## config.mk

```make
export PLATFORM = sky130hd
export DESIGN_NAME = rstc_regs
export DESIGN_NICKNAME = d
export VERILOG_FILES = /design/src/rstc_pkg.sv /design/src/rstc_pin_pulse.sv /design/src/rstc_regs.sv /design/src/rstc_slow_tick.sv
export VERILOG_INCLUDE_DIRS = /design/src /design/src/src
export SDC_FILE = /design/constraint.sdc
export NUM_CORES = 1
export LEC_CHECK = 0
export BUFFER_PORTS_ARGS = -buffer_cell sky130_fd_sc_hd__buf_2
export CAP_MARGIN = 20
export CELL_PAD_IN_SITES_DETAIL_PLACEMENT = 0
export CELL_PAD_IN_SITES_GLOBAL_PLACEMENT = 2
export CORE_UTILIZATION = 34
export CTS_BUF_LIST = sky130_fd_sc_hd__clkbuf_8 sky130_fd_sc_hd__clkbuf_16
export DETAILED_ROUTE_END_ITERATION = 10
export GPL_ROUTABILITY_DRIVEN = 0
export HOLD_SLACK_MARGIN = 0.08
export PLACE_DENSITY_LB_ADDON = 0.08
export RECOVER_POWER = 50
export REMOVE_ABC_BUFFERS = 1
export SYNTH_ARGS = -nofsm -noshare
export SYNTH_HDL_FRONTEND = slang
export SYNTH_HIERARCHICAL = 1
export SYNTH_SLANG_ARGS = --single-unit
```

## constraint.sdc

```tcl
create_clock -name core_clk -period 3.7 [get_ports core_clk]
set_input_delay 0.74 -clock core_clk [delete_from_list [all_inputs] [get_ports core_clk]]
set_output_delay 0.74 -clock core_clk [all_outputs]
set_load 0.005 [all_outputs]
```

## src/rstc_cfg.svh

```systemverilog
`ifndef RSTC_CFG_SVH
`define RSTC_CFG_SVH

// Register byte offsets
`define RSTC_OFF_COMMAND 8'h00
`define RSTC_OFF_STATUS 8'h04
`define RSTC_OFF_MODE 8'h08
`define RSTC_OFF_IRQ_STATUS 8'h0c
`define RSTC_OFF_IRQ_MASK 8'h10

// Password field
`define RSTC_KEY 8'ha5
`define RSTC_KEY_MSB 31
`define RSTC_KEY_LSB 24

// Command bits
`define RSTC_CMD_CPU_BIT 0
`define RSTC_CMD_PERIPH_BIT 2
`define RSTC_CMD_PIN_BIT 3

// Status fields
`define RSTC_ST_FLAG_BIT 0
`define RSTC_ST_CAUSE_LSB 8
`define RSTC_ST_LEVEL_BIT 16
`define RSTC_ST_BUSY_BIT 17

// Mode fields and reset value
`define RSTC_MODE_USER_EN_BIT 0
`define RSTC_MODE_IRQ_EN_BIT 4
`define RSTC_MODE_LEN_LSB 8
`define RSTC_MODE_RESET 6'h00

// Cause codes
`define RSTC_CAUSE_GENERAL 3'h0
`define RSTC_CAUSE_WAKE 3'h1
`define RSTC_CAUSE_WDT 3'h2
`define RSTC_CAUSE_SW 3'h3
`define RSTC_CAUSE_USER 3'h4

// Slow-clock lengths of reset phases
`define RSTC_PHASE_TICKS 2'h3

// Event interrupt bits
`define RSTC_IRQ_EDGE_BIT 0
`define RSTC_IRQ_DONE_BIT 1

`endif

```

## src/rstc_pkg.sv

```systemverilog
package rstc_pkg;

  // Reset sequencer states
  typedef enum logic [2:0] {
    RSTC_IDLE,
    RSTC_SW,
    RSTC_WDT,
    RSTC_USER,
    RSTC_USER_WAIT
  } rstc_state_type;

  // Mode register contents
  typedef struct packed {
    logic [3:0] pulse_len;
    logic irq_en;
    logic user_en;
  } rstc_mode_type;

  // Latched software command
  typedef struct packed {
    logic cpu;
    logic periph;
    logic pin;
  } rstc_cmd_type;

endpackage : rstc_pkg

```

## src/rstc_pin_pulse.sv

```systemverilog
`timescale 1ns/1ps
module rstc_pin_pulse #(
  parameter int CNT_W = 17,
  parameter int LEN_W = 4
) (
  // Clock and reset
  input wire logic core_clk,
  input wire logic arst_n,
  // Control
  input wire logic start,
  input wire logic [LEN_W-1:0] len,
  input wire logic tick,
  // Pin drive request
  output logic busy
);

  logic busy_reg;
  logic [CNT_W-1:0] cnt_reg;
  logic [CNT_W-1:0] target_reg;

  // Counts 2^(len+1) slow ticks, length latched at start
  always_ff @(posedge core_clk or negedge arst_n) begin
    if (!arst_n) begin
      busy_reg <= 1'b0;
      cnt_reg <= '0;
      target_reg <= '0;
    end else if (start) begin
      busy_reg <= 1'b1;
      cnt_reg <= '0;
      target_reg <= {{(CNT_W-1){1'b0}}, 1'b1} << ({1'b0, len} + 5'h01);
    end else if (busy_reg && tick) begin
      if (cnt_reg == target_reg - {{(CNT_W-1){1'b0}}, 1'b1}) begin
        busy_reg <= 1'b0;
      end else begin
        cnt_reg <= cnt_reg + {{(CNT_W-1){1'b0}}, 1'b1};
      end
    end
  end

  assign busy = busy_reg;

endmodule : rstc_pin_pulse

```

## src/rstc_regs.sv

```systemverilog
// Decided for this implementation: the APB interface to the registers.
`timescale 1ns/1ps
`include "rstc_cfg.svh"
// Notes on behaviour
// - Keyed command bit 0 resets processor
// - Keyed command bit 2 resets peripherals
// - Keyed command bit 3 drives pin low
// - Command and mode writes need key a5
// - Status bit 0 flags pin falling edge
// - Status bits 10:8 hold reset cause
// - Status read keeps cause unchanged
// - Status bit 16 shows synced pin level
// - Status bit 17 shows software reset busy
// - Mode bit 0 enables pin user reset
// - Mode bit 4 routes edge flag to irq when mode bit 0 is clear
// - Mode bits 11:8 set pin pulse length
// - Reset cause general or wake after reset
// - Software reset lasts three slow cycles
// - Command writes ignored while busy
// - Status read clears edge flag and the irq it raises, not the event status bits
// - Cause records software only with cpu bit
module rstc_regs import rstc_pkg::*; #(
  parameter int ADDR_W = 8,
  parameter int PULSE_CNT_W = 17
) (
  // Clock and reset
  input wire logic core_clk,
  input wire logic arst_n,
  // APB slave
  input wire logic psel,
  input wire logic penable,
  input wire logic pwrite,
  input wire logic [ADDR_W-1:0] paddr,
  input wire logic [31:0] pwdata,
  output logic [31:0] prdata,
  output logic pready,
  output logic pslverr,
  // Slow clock and reset pin
  input wire logic slow_clk_in,
  input wire logic pin_in,
  output logic pin_out,
  output logic pin_oe,
  // System inputs
  input wire logic wdt_fault,
  input wire logic wake_strap,
  // Reset and interrupt outputs
  output logic cpu_reset,
  output logic periph_reset,
  output logic irq
);

  // Address match on the low byte, upper bits must be zero
  function automatic logic reg_hit(input logic [ADDR_W-1:0] addr, input logic [7:0] off);
    reg_hit = (addr == ADDR_W'(off));
  endfunction : reg_hit

  rstc_state_type state_reg, state_next;
  rstc_mode_type mode_reg;
  rstc_cmd_type cmd_reg;
  logic [1:0] tick_cnt_reg;
  logic [2:0] cause_reg;
  logic cause_loaded_reg;
  logic pin_s1_reg, pin_s2_reg, pin_prev_reg;
  logic [2:0] drive_hist_reg;
  logic pin_edge_flag;
  logic [1:0] irq_status_reg;
  logic [1:0] irq_mask_reg;
  logic [31:0] prdata_reg;
  logic slow_tick, pulse_busy, pulse_start;
  logic access, wr, rd, key_ok, mapped;
  logic cmd_wr, sw_req, mode_wr, st_rd, sw_busy;
  logic pin_fall, pin_guard, user_req, phase_end, sw_done;
  logic [31:0] rd_value;

  // Slow clock edge detector
  rstc_slow_tick u_tick (
    .core_clk(core_clk),
    .arst_n(arst_n),
    .slow_clk_in(slow_clk_in),
    .tick(slow_tick)
  );

  // External pin pulse timer
  rstc_pin_pulse #(
    .CNT_W(PULSE_CNT_W),
    .LEN_W(4)
  ) u_pulse (
    .core_clk(core_clk),
    .arst_n(arst_n),
    .start(pulse_start),
    .len(mode_reg.pulse_len),
    .tick(slow_tick),
    .busy(pulse_busy)
  );

  // APB decode
  assign access = psel & penable;
  assign wr = access & pwrite;
  assign rd = access & ~pwrite;
  assign key_ok = (pwdata[`RSTC_KEY_MSB:`RSTC_KEY_LSB] == `RSTC_KEY);
  assign mapped = reg_hit(paddr, `RSTC_OFF_COMMAND) | reg_hit(paddr, `RSTC_OFF_STATUS) |
                  reg_hit(paddr, `RSTC_OFF_MODE) | reg_hit(paddr, `RSTC_OFF_IRQ_STATUS) |
                  reg_hit(paddr, `RSTC_OFF_IRQ_MASK);
  assign sw_busy = (state_reg == RSTC_SW);
  assign cmd_wr = wr & reg_hit(paddr, `RSTC_OFF_COMMAND) & key_ok & (state_reg == RSTC_IDLE);
  assign sw_req = cmd_wr & (pwdata[`RSTC_CMD_CPU_BIT] | pwdata[`RSTC_CMD_PERIPH_BIT] |
                            pwdata[`RSTC_CMD_PIN_BIT]);
  assign mode_wr = wr & reg_hit(paddr, `RSTC_OFF_MODE) & key_ok;
  assign st_rd = rd & reg_hit(paddr, `RSTC_OFF_STATUS);
  assign pready = 1'b1;
  assign pslverr = access & ~mapped;
  assign prdata = prdata_reg;

  // Pin synchroniser and falling edge
  always_ff @(posedge core_clk or negedge arst_n) begin
    if (!arst_n) begin
      pin_s1_reg <= 1'b1;
      pin_s2_reg <= 1'b1;
      pin_prev_reg <= 1'b1;
      drive_hist_reg <= 3'h0;
    end else begin
      pin_s1_reg <= pin_in;
      pin_s2_reg <= pin_s1_reg;
      pin_prev_reg <= pin_s2_reg;
      drive_hist_reg <= {drive_hist_reg[1:0], pulse_busy};
    end
  end

  assign pin_fall = pin_prev_reg & ~pin_s2_reg;
  // Own drive and its echo through the synchroniser never start a user reset
  assign pin_guard = pulse_busy | (|drive_hist_reg);
  assign user_req = mode_reg.user_en & ~pin_s2_reg & ~pin_guard;
  assign phase_end = slow_tick & (tick_cnt_reg == `RSTC_PHASE_TICKS - 2'h1);

  // Sequencer, watchdog over software over user
  always_comb begin
    state_next = state_reg;
    case (state_reg)
      RSTC_IDLE: begin
        if (wdt_fault) begin
          state_next = RSTC_WDT;
        end else if (sw_req) begin
          state_next = RSTC_SW;
        end else if (user_req) begin
          state_next = RSTC_USER;
        end
      end
      RSTC_SW: begin
        if (wdt_fault) begin
          state_next = RSTC_WDT;
        end else if (phase_end) begin
          state_next = RSTC_IDLE;
        end
      end
      RSTC_WDT: begin
        if (phase_end) begin
          state_next = RSTC_IDLE;
        end
      end
      RSTC_USER: begin
        if (pin_s2_reg) begin
          state_next = RSTC_USER_WAIT;
        end
      end
      RSTC_USER_WAIT: begin
        if (!pin_s2_reg) begin
          state_next = RSTC_USER;
        end else if (phase_end) begin
          state_next = RSTC_IDLE;
        end
      end
      default: state_next = RSTC_IDLE;
    endcase
  end

  // State and slow tick counter
  always_ff @(posedge core_clk or negedge arst_n) begin
    if (!arst_n) begin
      state_reg <= RSTC_IDLE;
      tick_cnt_reg <= 2'h0;
    end else begin
      state_reg <= state_next;
      if (state_next != state_reg) begin
        tick_cnt_reg <= 2'h0;
      end else if (slow_tick) begin
        tick_cnt_reg <= tick_cnt_reg + 2'h1;
      end
    end
  end

  // Latched software command
  always_ff @(posedge core_clk or negedge arst_n) begin
    if (!arst_n) begin
      cmd_reg <= '0;
    end else if (sw_req && !wdt_fault) begin
      cmd_reg.cpu <= pwdata[`RSTC_CMD_CPU_BIT];
      cmd_reg.periph <= pwdata[`RSTC_CMD_PERIPH_BIT];
      cmd_reg.pin <= pwdata[`RSTC_CMD_PIN_BIT];
    end
  end

  // Reset outputs from state and latched command
  assign cpu_reset = (sw_busy & cmd_reg.cpu) | (state_reg == RSTC_WDT) |
                     (state_reg == RSTC_USER) | (state_reg == RSTC_USER_WAIT);
  assign periph_reset = (sw_busy & cmd_reg.periph) | (state_reg == RSTC_WDT) |
                        (state_reg == RSTC_USER) | (state_reg == RSTC_USER_WAIT);
  // Pin pulse on keyed command or watchdog entry
  assign pulse_start = (state_reg != RSTC_WDT && state_next == RSTC_WDT) |
                       (sw_req & ~wdt_fault & pwdata[`RSTC_CMD_PIN_BIT]);
  assign pin_out = 1'b0;
  assign pin_oe = pulse_busy;

  // Cause field: strap after release, updated as the processor reset ends
  assign sw_done = sw_busy & (state_next == RSTC_IDLE);
  always_ff @(posedge core_clk or negedge arst_n) begin
    if (!arst_n) begin
      cause_reg <= `RSTC_CAUSE_GENERAL;
      cause_loaded_reg <= 1'b0;
    end else begin
      cause_loaded_reg <= 1'b1;
      if (!cause_loaded_reg) begin
        cause_reg <= wake_strap ? `RSTC_CAUSE_WAKE : `RSTC_CAUSE_GENERAL;
      end else if (state_reg != RSTC_IDLE && state_next == RSTC_IDLE) begin
        case (state_reg)
          RSTC_SW: cause_reg <= cmd_reg.cpu ? `RSTC_CAUSE_SW : cause_reg;
          RSTC_WDT: cause_reg <= `RSTC_CAUSE_WDT;
          RSTC_USER_WAIT: cause_reg <= `RSTC_CAUSE_USER;
          default: cause_reg <= cause_reg;
        endcase
      end
    end
  end

  // Mode register, keyed writes only
  always_ff @(posedge core_clk or negedge arst_n) begin
    if (!arst_n) begin
      mode_reg <= `RSTC_MODE_RESET;
    end else if (mode_wr) begin
      mode_reg.pulse_len <= pwdata[`RSTC_MODE_LEN_LSB +: 4];
      mode_reg.irq_en <= pwdata[`RSTC_MODE_IRQ_EN_BIT];
      mode_reg.user_en <= pwdata[`RSTC_MODE_USER_EN_BIT];
    end
  end

  // Edge flag: a new edge wins over the clear of the read
  always_ff @(posedge core_clk or negedge arst_n) begin
    if (!arst_n) begin
      pin_edge_flag <= 1'b0;
    end else begin
      pin_edge_flag <= pin_fall | (pin_edge_flag & ~(st_rd & prdata_reg[`RSTC_ST_FLAG_BIT]));
    end
  end

  // Event status (write one to clear) and mask
  always_ff @(posedge core_clk or negedge arst_n) begin
    if (!arst_n) begin
      irq_status_reg <= 2'h0;
      irq_mask_reg <= 2'h0;
    end else begin
      if (wr && reg_hit(paddr, `RSTC_OFF_IRQ_MASK)) begin
        irq_mask_reg <= pwdata[1:0];
      end
      irq_status_reg[`RSTC_IRQ_EDGE_BIT] <= pin_fall | (irq_status_reg[`RSTC_IRQ_EDGE_BIT] &
        ~(wr & reg_hit(paddr, `RSTC_OFF_IRQ_STATUS) & pwdata[`RSTC_IRQ_EDGE_BIT]));
      irq_status_reg[`RSTC_IRQ_DONE_BIT] <= sw_done | (irq_status_reg[`RSTC_IRQ_DONE_BIT] &
        ~(wr & reg_hit(paddr, `RSTC_OFF_IRQ_STATUS) & pwdata[`RSTC_IRQ_DONE_BIT]));
    end
  end

  assign irq = (|(irq_status_reg & irq_mask_reg)) |
               (pin_edge_flag & mode_reg.irq_en & ~mode_reg.user_en);

  // Read mux, captured in the setup phase
  always_comb begin
    rd_value = 32'h0000_0000;
    if (reg_hit(paddr, `RSTC_OFF_STATUS)) begin
      rd_value[`RSTC_ST_FLAG_BIT] = pin_edge_flag;
      rd_value[`RSTC_ST_CAUSE_LSB +: 3] = cause_reg;
      rd_value[`RSTC_ST_LEVEL_BIT] = pin_s2_reg;
      rd_value[`RSTC_ST_BUSY_BIT] = sw_busy;
    end else if (reg_hit(paddr, `RSTC_OFF_MODE)) begin
      rd_value[`RSTC_MODE_USER_EN_BIT] = mode_reg.user_en;
      rd_value[`RSTC_MODE_IRQ_EN_BIT] = mode_reg.irq_en;
      rd_value[`RSTC_MODE_LEN_LSB +: 4] = mode_reg.pulse_len;
    end else if (reg_hit(paddr, `RSTC_OFF_IRQ_STATUS)) begin
      rd_value[1:0] = irq_status_reg;
    end else if (reg_hit(paddr, `RSTC_OFF_IRQ_MASK)) begin
      rd_value[1:0] = irq_mask_reg;
    end
  end

  always_ff @(posedge core_clk or negedge arst_n) begin
    if (!arst_n) begin
      prdata_reg <= 32'h0000_0000;
    end else if (psel && !penable && !pwrite) begin
      prdata_reg <= rd_value;
    end
  end
endmodule : rstc_regs

```

## src/rstc_slow_tick.sv

```systemverilog
`timescale 1ns/1ps
module rstc_slow_tick (
  // Clock and reset
  input wire logic core_clk,
  input wire logic arst_n,
  // Slow clock pin
  input wire logic slow_clk_in,
  // One master-clock pulse per slow rising edge
  output logic tick
);

  logic s1_reg, s2_reg, s3_reg, tick_reg;

  // Two-stage synchroniser, then rising-edge detect
  always_ff @(posedge core_clk or negedge arst_n) begin
    if (!arst_n) begin
      s1_reg <= 1'b0;
      s2_reg <= 1'b0;
      s3_reg <= 1'b0;
      tick_reg <= 1'b0;
    end else begin
      s1_reg <= slow_clk_in;
      s2_reg <= s1_reg;
      s3_reg <= s2_reg;
      tick_reg <= s2_reg & ~s3_reg;
    end
  end

  assign tick = tick_reg;

endmodule : rstc_slow_tick

```

======== Word level (Yosys, flattened, before mapping) ========
Cells that the tools add are included.
word-level totals
  input port bits ......................... 49
  bits in registers ....................... 76
  output and inout bits ................... 39
  logic and storage cells ................. 161
cells by class
  add/sub/neg operators ................... 4
  multiplexer cells ....................... 33
  equal/unequal tests ..................... 18
  reductions and logical operators ........ 22
  shifts and indexed selects .............. 1
  bitwise operators ....................... 59
operator list
  operator               count
  $mux 17                3
  $mux 3                 11
  $and 1x1->1            30
  $or 1x1->1             18
  $add 17x1->17 const B  1
  $eq 17x17->1           1
  $shl 1x5->17 const A   1
  $sub 17x1->17 const B  1
  $eq 8x4->1 const B     2
  $pmux 3 s5             1
  $mux 1                 11
  $mux 2                 5
  $not 1->1              10
  $eq 3x2->1 const B     3
  $pmux 3 s3             1
  $eq 8x3->1 const B     1
  $eq 8x5->1 const B     1
  $eq 8x8->1 const B     1
  $logic_not 8->1        1
  $logic_and 1x1->1      7
  $logic_not 3->1        2
  $reduce_bool 2->1      3
  $add 4x1->5 const B    1
  $mux 4                 1
  other kinds (17)       20

======== Depth between registers and ports, before layout ========
  depth in word-level cells ............... 14
  depth in mapped cells ................... 12
  depth with buffers taken out ............ 10

======== By module ========
Netlist, hierarchy kept.
modules (own cells, without submodules)
  module          area each (µm²)  times used  cells an instance
  rstc_pin_pulse  2488.6           1           293
  rstc_regs       2089.5           1           219
  rstc_slow_tick  113.9            1           5

======== Least setup slack after synthesis ========
OpenSTA, ideal clock, no wires.
  kind .................................... register to register
  from .................................... reg u_pulse.target_reg[0]
  to ...................................... reg u_pulse.cnt_reg[11]
  stages on the path, launching flop included .. 13
  required time ........................... 3573 ps
  setup slack ............................. 748 ps
  path buffers ............................ 2
  arrival time ............................ 2825 ps
  path through ............................ dfrtp_1 -> inv_1 -> ha_1 -> or3b_1 -> clkbuf_1 -> or3_1 -> a21oi_1 -> o2111ai_1 -> a211oi_1 -> and2_1 -> buf_6 -> or3_1 -> mux2_1
between the ends
  word-level cells in the longest chain between the ends .. 4
ends and longest elaborated chain
  what                               line                  RTL
  from (decl)                        rstc_pin_pulse.sv:19  logic [CNT_W-1:0] target_reg;
  from (signal assigned)             rstc_pin_pulse.sv:30  target_reg <= {{(CNT_W-1){1'b0}}, 1'b1} << ({1'b0, len} + 5'h01);
  $sub 17x1->17                      rstc_pin_pulse.sv:32  if (cnt_reg == target_reg - {{(CNT_W-1){1'b0}}, 1'b1}) begin
  $eq 17x17->1                       rstc_pin_pulse.sv:32
  $ne 2x2->1 (no source line)        n/a
  $reduce_and 2->1 (no source line)  n/a
  to (signal assigned)               rstc_pin_pulse.sv:35  cnt_reg <= cnt_reg + {{(CNT_W-1){1'b0}}, 1'b1};
  to (decl)                          rstc_pin_pulse.sv:18  logic [CNT_W-1:0] cnt_reg;
Every way passes these cells.
A chain may end at the register's enable or synchronous reset.

======== Final worst setup path ========
Same ends and word-level chain as after synthesis.

==> results.tsv <==
stage	metric	value	unit
layout	fin area	0.00530	sq mm
power	Pint	0.00178	W
power	worst ir drop on vdd	0.207	mV
grt	first-pass GRT wire length	19.1	mm
placed_design	I/O Buffers	47	
sta	Final Cycle Share	91.9	%
drt	vias per inst	5.09	
layout	Nets	611	
sta	min Tclk post-route	3.40	ns
status	failing checks	max-capacitance violations, max-slew violations	
worst_hold_path	WHS Path Cells	0	
floorplanning	I/O pin total	88	
placed_design	dpl cell area	0.00502	sq mm
setup_path	CP max FO	8	
sta	slew margin rel.	-11.4	%
setup_path	Reg-to-Reg End	u_pulse/cnt_reg[11]	
logic_synthesis	Ys Warns	6	
worst_hold_path	hold path start	u_tick/s1_reg	
drt	Final ANT Viol Nets	0	
clock_tree	CTS sink cnt	76	
setup_path	r2r startpoint	u_pulse/target_reg[0]	
power	Net Switching	0.000885	W
setup_path	R2R Setup Slk	0.30	ns
layout	most frequent cells in the layout	dfrtp_1 (73), buf_2 (46), nor2_1 (42), nand3_1 (31), nand2_1 (31)	
layout	Final Non-Filler Cells	738	
sta	Setup Skew	0.00711	ns
logic_synthesis	largest family of logic cells by synthesized area	simple AND/OR/NAND/NOR gates	
logic_synthesis	synth top area cells	dfrtp_1 (39%), buf_4 (4.0%), nor2_1 (3.4%)	
power	Reg power frac	38.4	%
clock_tree	clock tree buffer depth	2	
clock_tree	Clock Latency Late Sink	0.34	ns
grt	total gr overflow	0	
floorplanning	starting density of the core	35.2	%
logic_synthesis	Mapped Area	0.00469	sq mm
logic_synthesis	Synth Register Bits	76	
drt	Max Used Layer	met4	
drt	M1 WL	5.27	mm
setup_path	Worst EP required	3.91	ns
floorplanning	Die ar.	0.0143	sq mm
sta	Final Hold Vio Count	0	
layout	fillcell total	1399	
layout	area grow syn2layout	13.0	%
logic_synthesis	Synth Area in XOR/XNOR	4.29	%
logic_synthesis	syn_area_per_cell	9.08	sq um
sta	RSZ-0062 raised after global routing	no	
clock_tree	postcts setup bufs	0	
floorplanning	Core ar.	0.0133	sq mm
logic_synthesis	post-synthesis simple-gate area fraction	26.6	%
sta	worst slew pin tran	1.67	ns
logic_synthesis	Syn Inst Count	517	
setup_path	CP startpoint kind	flop	
clock_tree	htree depth	3	
power	Power Density	503	mW/mm^2
logic_synthesis	Yosys cell types	74	
drt	vias	3760	
setup_path	crit path DAT	3.61	ns
drt	Residual DRC	0	
drt	final WL	11.5	mm
setup_path	Worst Setup SP	u_pulse/target_reg[0]	
logic_synthesis	post-synth top area cell	dfrtp_1	
floorplanning	Die X	119	um
sta	final setup fails	0	
layout	diode count	0	
placed_design	post-DP HPWL	8.27	mm
clock_tree	CTS tree	yes	
floorplanning	# rows	42	
grt	GRT Overall Usage	17.3	%
power	Pleak	2.36	nW
sta	fmax	0.294	GHz
run	max_cap viols	1	
drt	met3 routed WL	386	um
logic_synthesis	multiplexer area fraction after synthesis	6.27	%
power	Clk pwr share	31.9	%
grt	via count of the first global-routing pass	3658	
power	Comb power frac	29.7	%
logic_synthesis	asr flop ratio synth	100	%
setup_path	CP Capture Type	flop	
layout	most common cell after layout, fill and taps aside	dfrtp_1	
grt	largest net degree at the start of global routing	77	
layout	Final Util	39.7	%
setup_path	Worst Setup Path Type	flop to flop	
floorplanning	die height	119	um
worst_hold_path	Hold Crit Class	flop to flop	
sta	Final Max Slew Viols	65	
placed_design	Cells after DPL	721	
status	outcome	finished with violations	
logic_synthesis	register area share after synthesis	40.6	%
logic_synthesis	top_reg_cell synth	dfrtp_1	
clock_tree	clock-pin slew on the worst setup and hold paths	0.06	ns
clock_tree	CTS Root Buffer Type	clkbuf_16	
grt	initial antenna violation count	0	
drt	Pre-antenna DRT Iters	4	
drt	wire per inst	15.6	um
setup_path	Worst R2R Path Depth	10	
logic_synthesis	Synth top area share	38.9	%
clock_tree	TritonCTS Buffers	9	
layout	layout cells sized above 1	17.6	%
logic_synthesis	Synth Area in Adders	1.33	%
logic_synthesis	EDFF count, synth	0	
logic_synthesis	Compound-Gate Fraction of Synth Area	12.3	%
worst_hold_path	WHS Endpoint	u_tick/s2_reg	
drt	DRT iter0 DRCs	159	
power	Net Sw Frac	33.1	%
drt	Routed met2 length	5.43	mm
==> synthesized netlist by cell type, types with 3 or more instances <==
master,instances
nor2b_1,17
mux2_2,11
nand2b_1,10
nor4_1,5
o22ai_1,6
and4_1,3
nor3_1,10
mux2_1,8
or2_2,3
nand3_1,31
a31oi_1,3
xnor2_1,14
nand2_1,31
ha_1,5
a211oi_1,5
or4_1,3
buf_4,25
xor2_1,9
clkbuf_1,18
nand3b_1,4
o21ai_0,31
o21ai_1,3
inv_1,29
and3_1,9
mux2i_1,5
dfrtp_1,73
buf_2,3
a21oi_1,16
nand4_1,16
or3_1,8
dfstp_2,3
nor3b_1,5
nor2_1,42
a221oi_1,3
==> stage by stage <==
step	setup TNS (ns)	hold WS, ns	setup slack, ns	total power, W
global route	0	0.369	0.0217	0.00287
global placement	0	0.333	0.371	0.00183
finish	0	0.345	0.301	0.00267
CTS	0	0.350	0.280	0.00272
detailed placement	0	0.336	0.283	0.00184
floorplan	-51.32	0.331	-1.55	0.00160
==> cell type report <==
type | count | area, sq um | area share (%)
clock inverter | 4 | 23.8 | 0.448
tap | 176 | 220 | 4.15
multi-input combinational | 388 | 2490 | 46.9
inverter | 29 | 109 | 2.05
sequential | 76 | 1910 | 35.9
clock buffer | 12 | 267 | 5.02
timing repair buffer | 53 | 289 | 5.45
==> per-layer routing <==
metal,GRT usage [%],vias up
met5,0,-
met1,21.9,1776
met4,8.13,0
li1,-,1862
met2,27.6,99
met3,4.36,23
==> worst max-delay path by stage <==
stage                           to  slack (ns)  cells after the start
6_report       u_pulse/cnt_reg[11]        0.30                     10
5_1_grt        u_pulse/cnt_reg[13]        0.02                     10
4_1_cts        u_pulse/cnt_reg[13]        0.28                     10
3_5_place_dp   u_pulse/cnt_reg[13]        0.28                     10
3_3_place_gp   u_pulse/cnt_reg[13]        0.37                     10
2_1_floorplan  u_pulse/cnt_reg[16]       -1.55                      8
==> power groups by stage <==
stage | clock network, W | registers, W | logic, W
after floorplan | 0 | 0.00100 | 0.000602
after global placement | 0 | 0.00104 | 0.000786
after detailed placement | 0 | 0.00104 | 0.000796
after CTS | 0.000894 | 0.00103 | 0.000798
after global routing | 0.000921 | 0.00104 | 0.000902
final | 0.000852 | 0.00103 | 0.000792
==> worst max-delay path: stages, from the launching register on <==
cell and delay (ns):
dfrtp_1 0.42, inv_1 0.10, ha_1 0.24, or3b_1 0.50, or3_1 0.41, a21oi_1 0.16, o2111ai_1 0.14, a211oi_1 0.44
and2_1 0.38, or3_1 0.17, mux2_1 0.32
==> logic make-up (layout without fill, tap and decap cells) <==
logic type | after synthesis | after routing
AO/OA/AOI/OAI | 90 | 90
XOR/XNOR | 23 | 23
adder cells (fa/ha/maj) | 5 | 5
buffers and inverters | 77 | 98
flip-flops | 76 | 76
multiplexers | 26 | 26
other | 2 | 26
AND/OR/NAND/NOR | 218 | 218
==> timing repair <==
action                     in CTS  in global routing
setup endpoints to repair       0                  2
resized for setup               0                  1
hold buffers                    0                  0
Note: power is estimated with default switching activity, not from simulation.
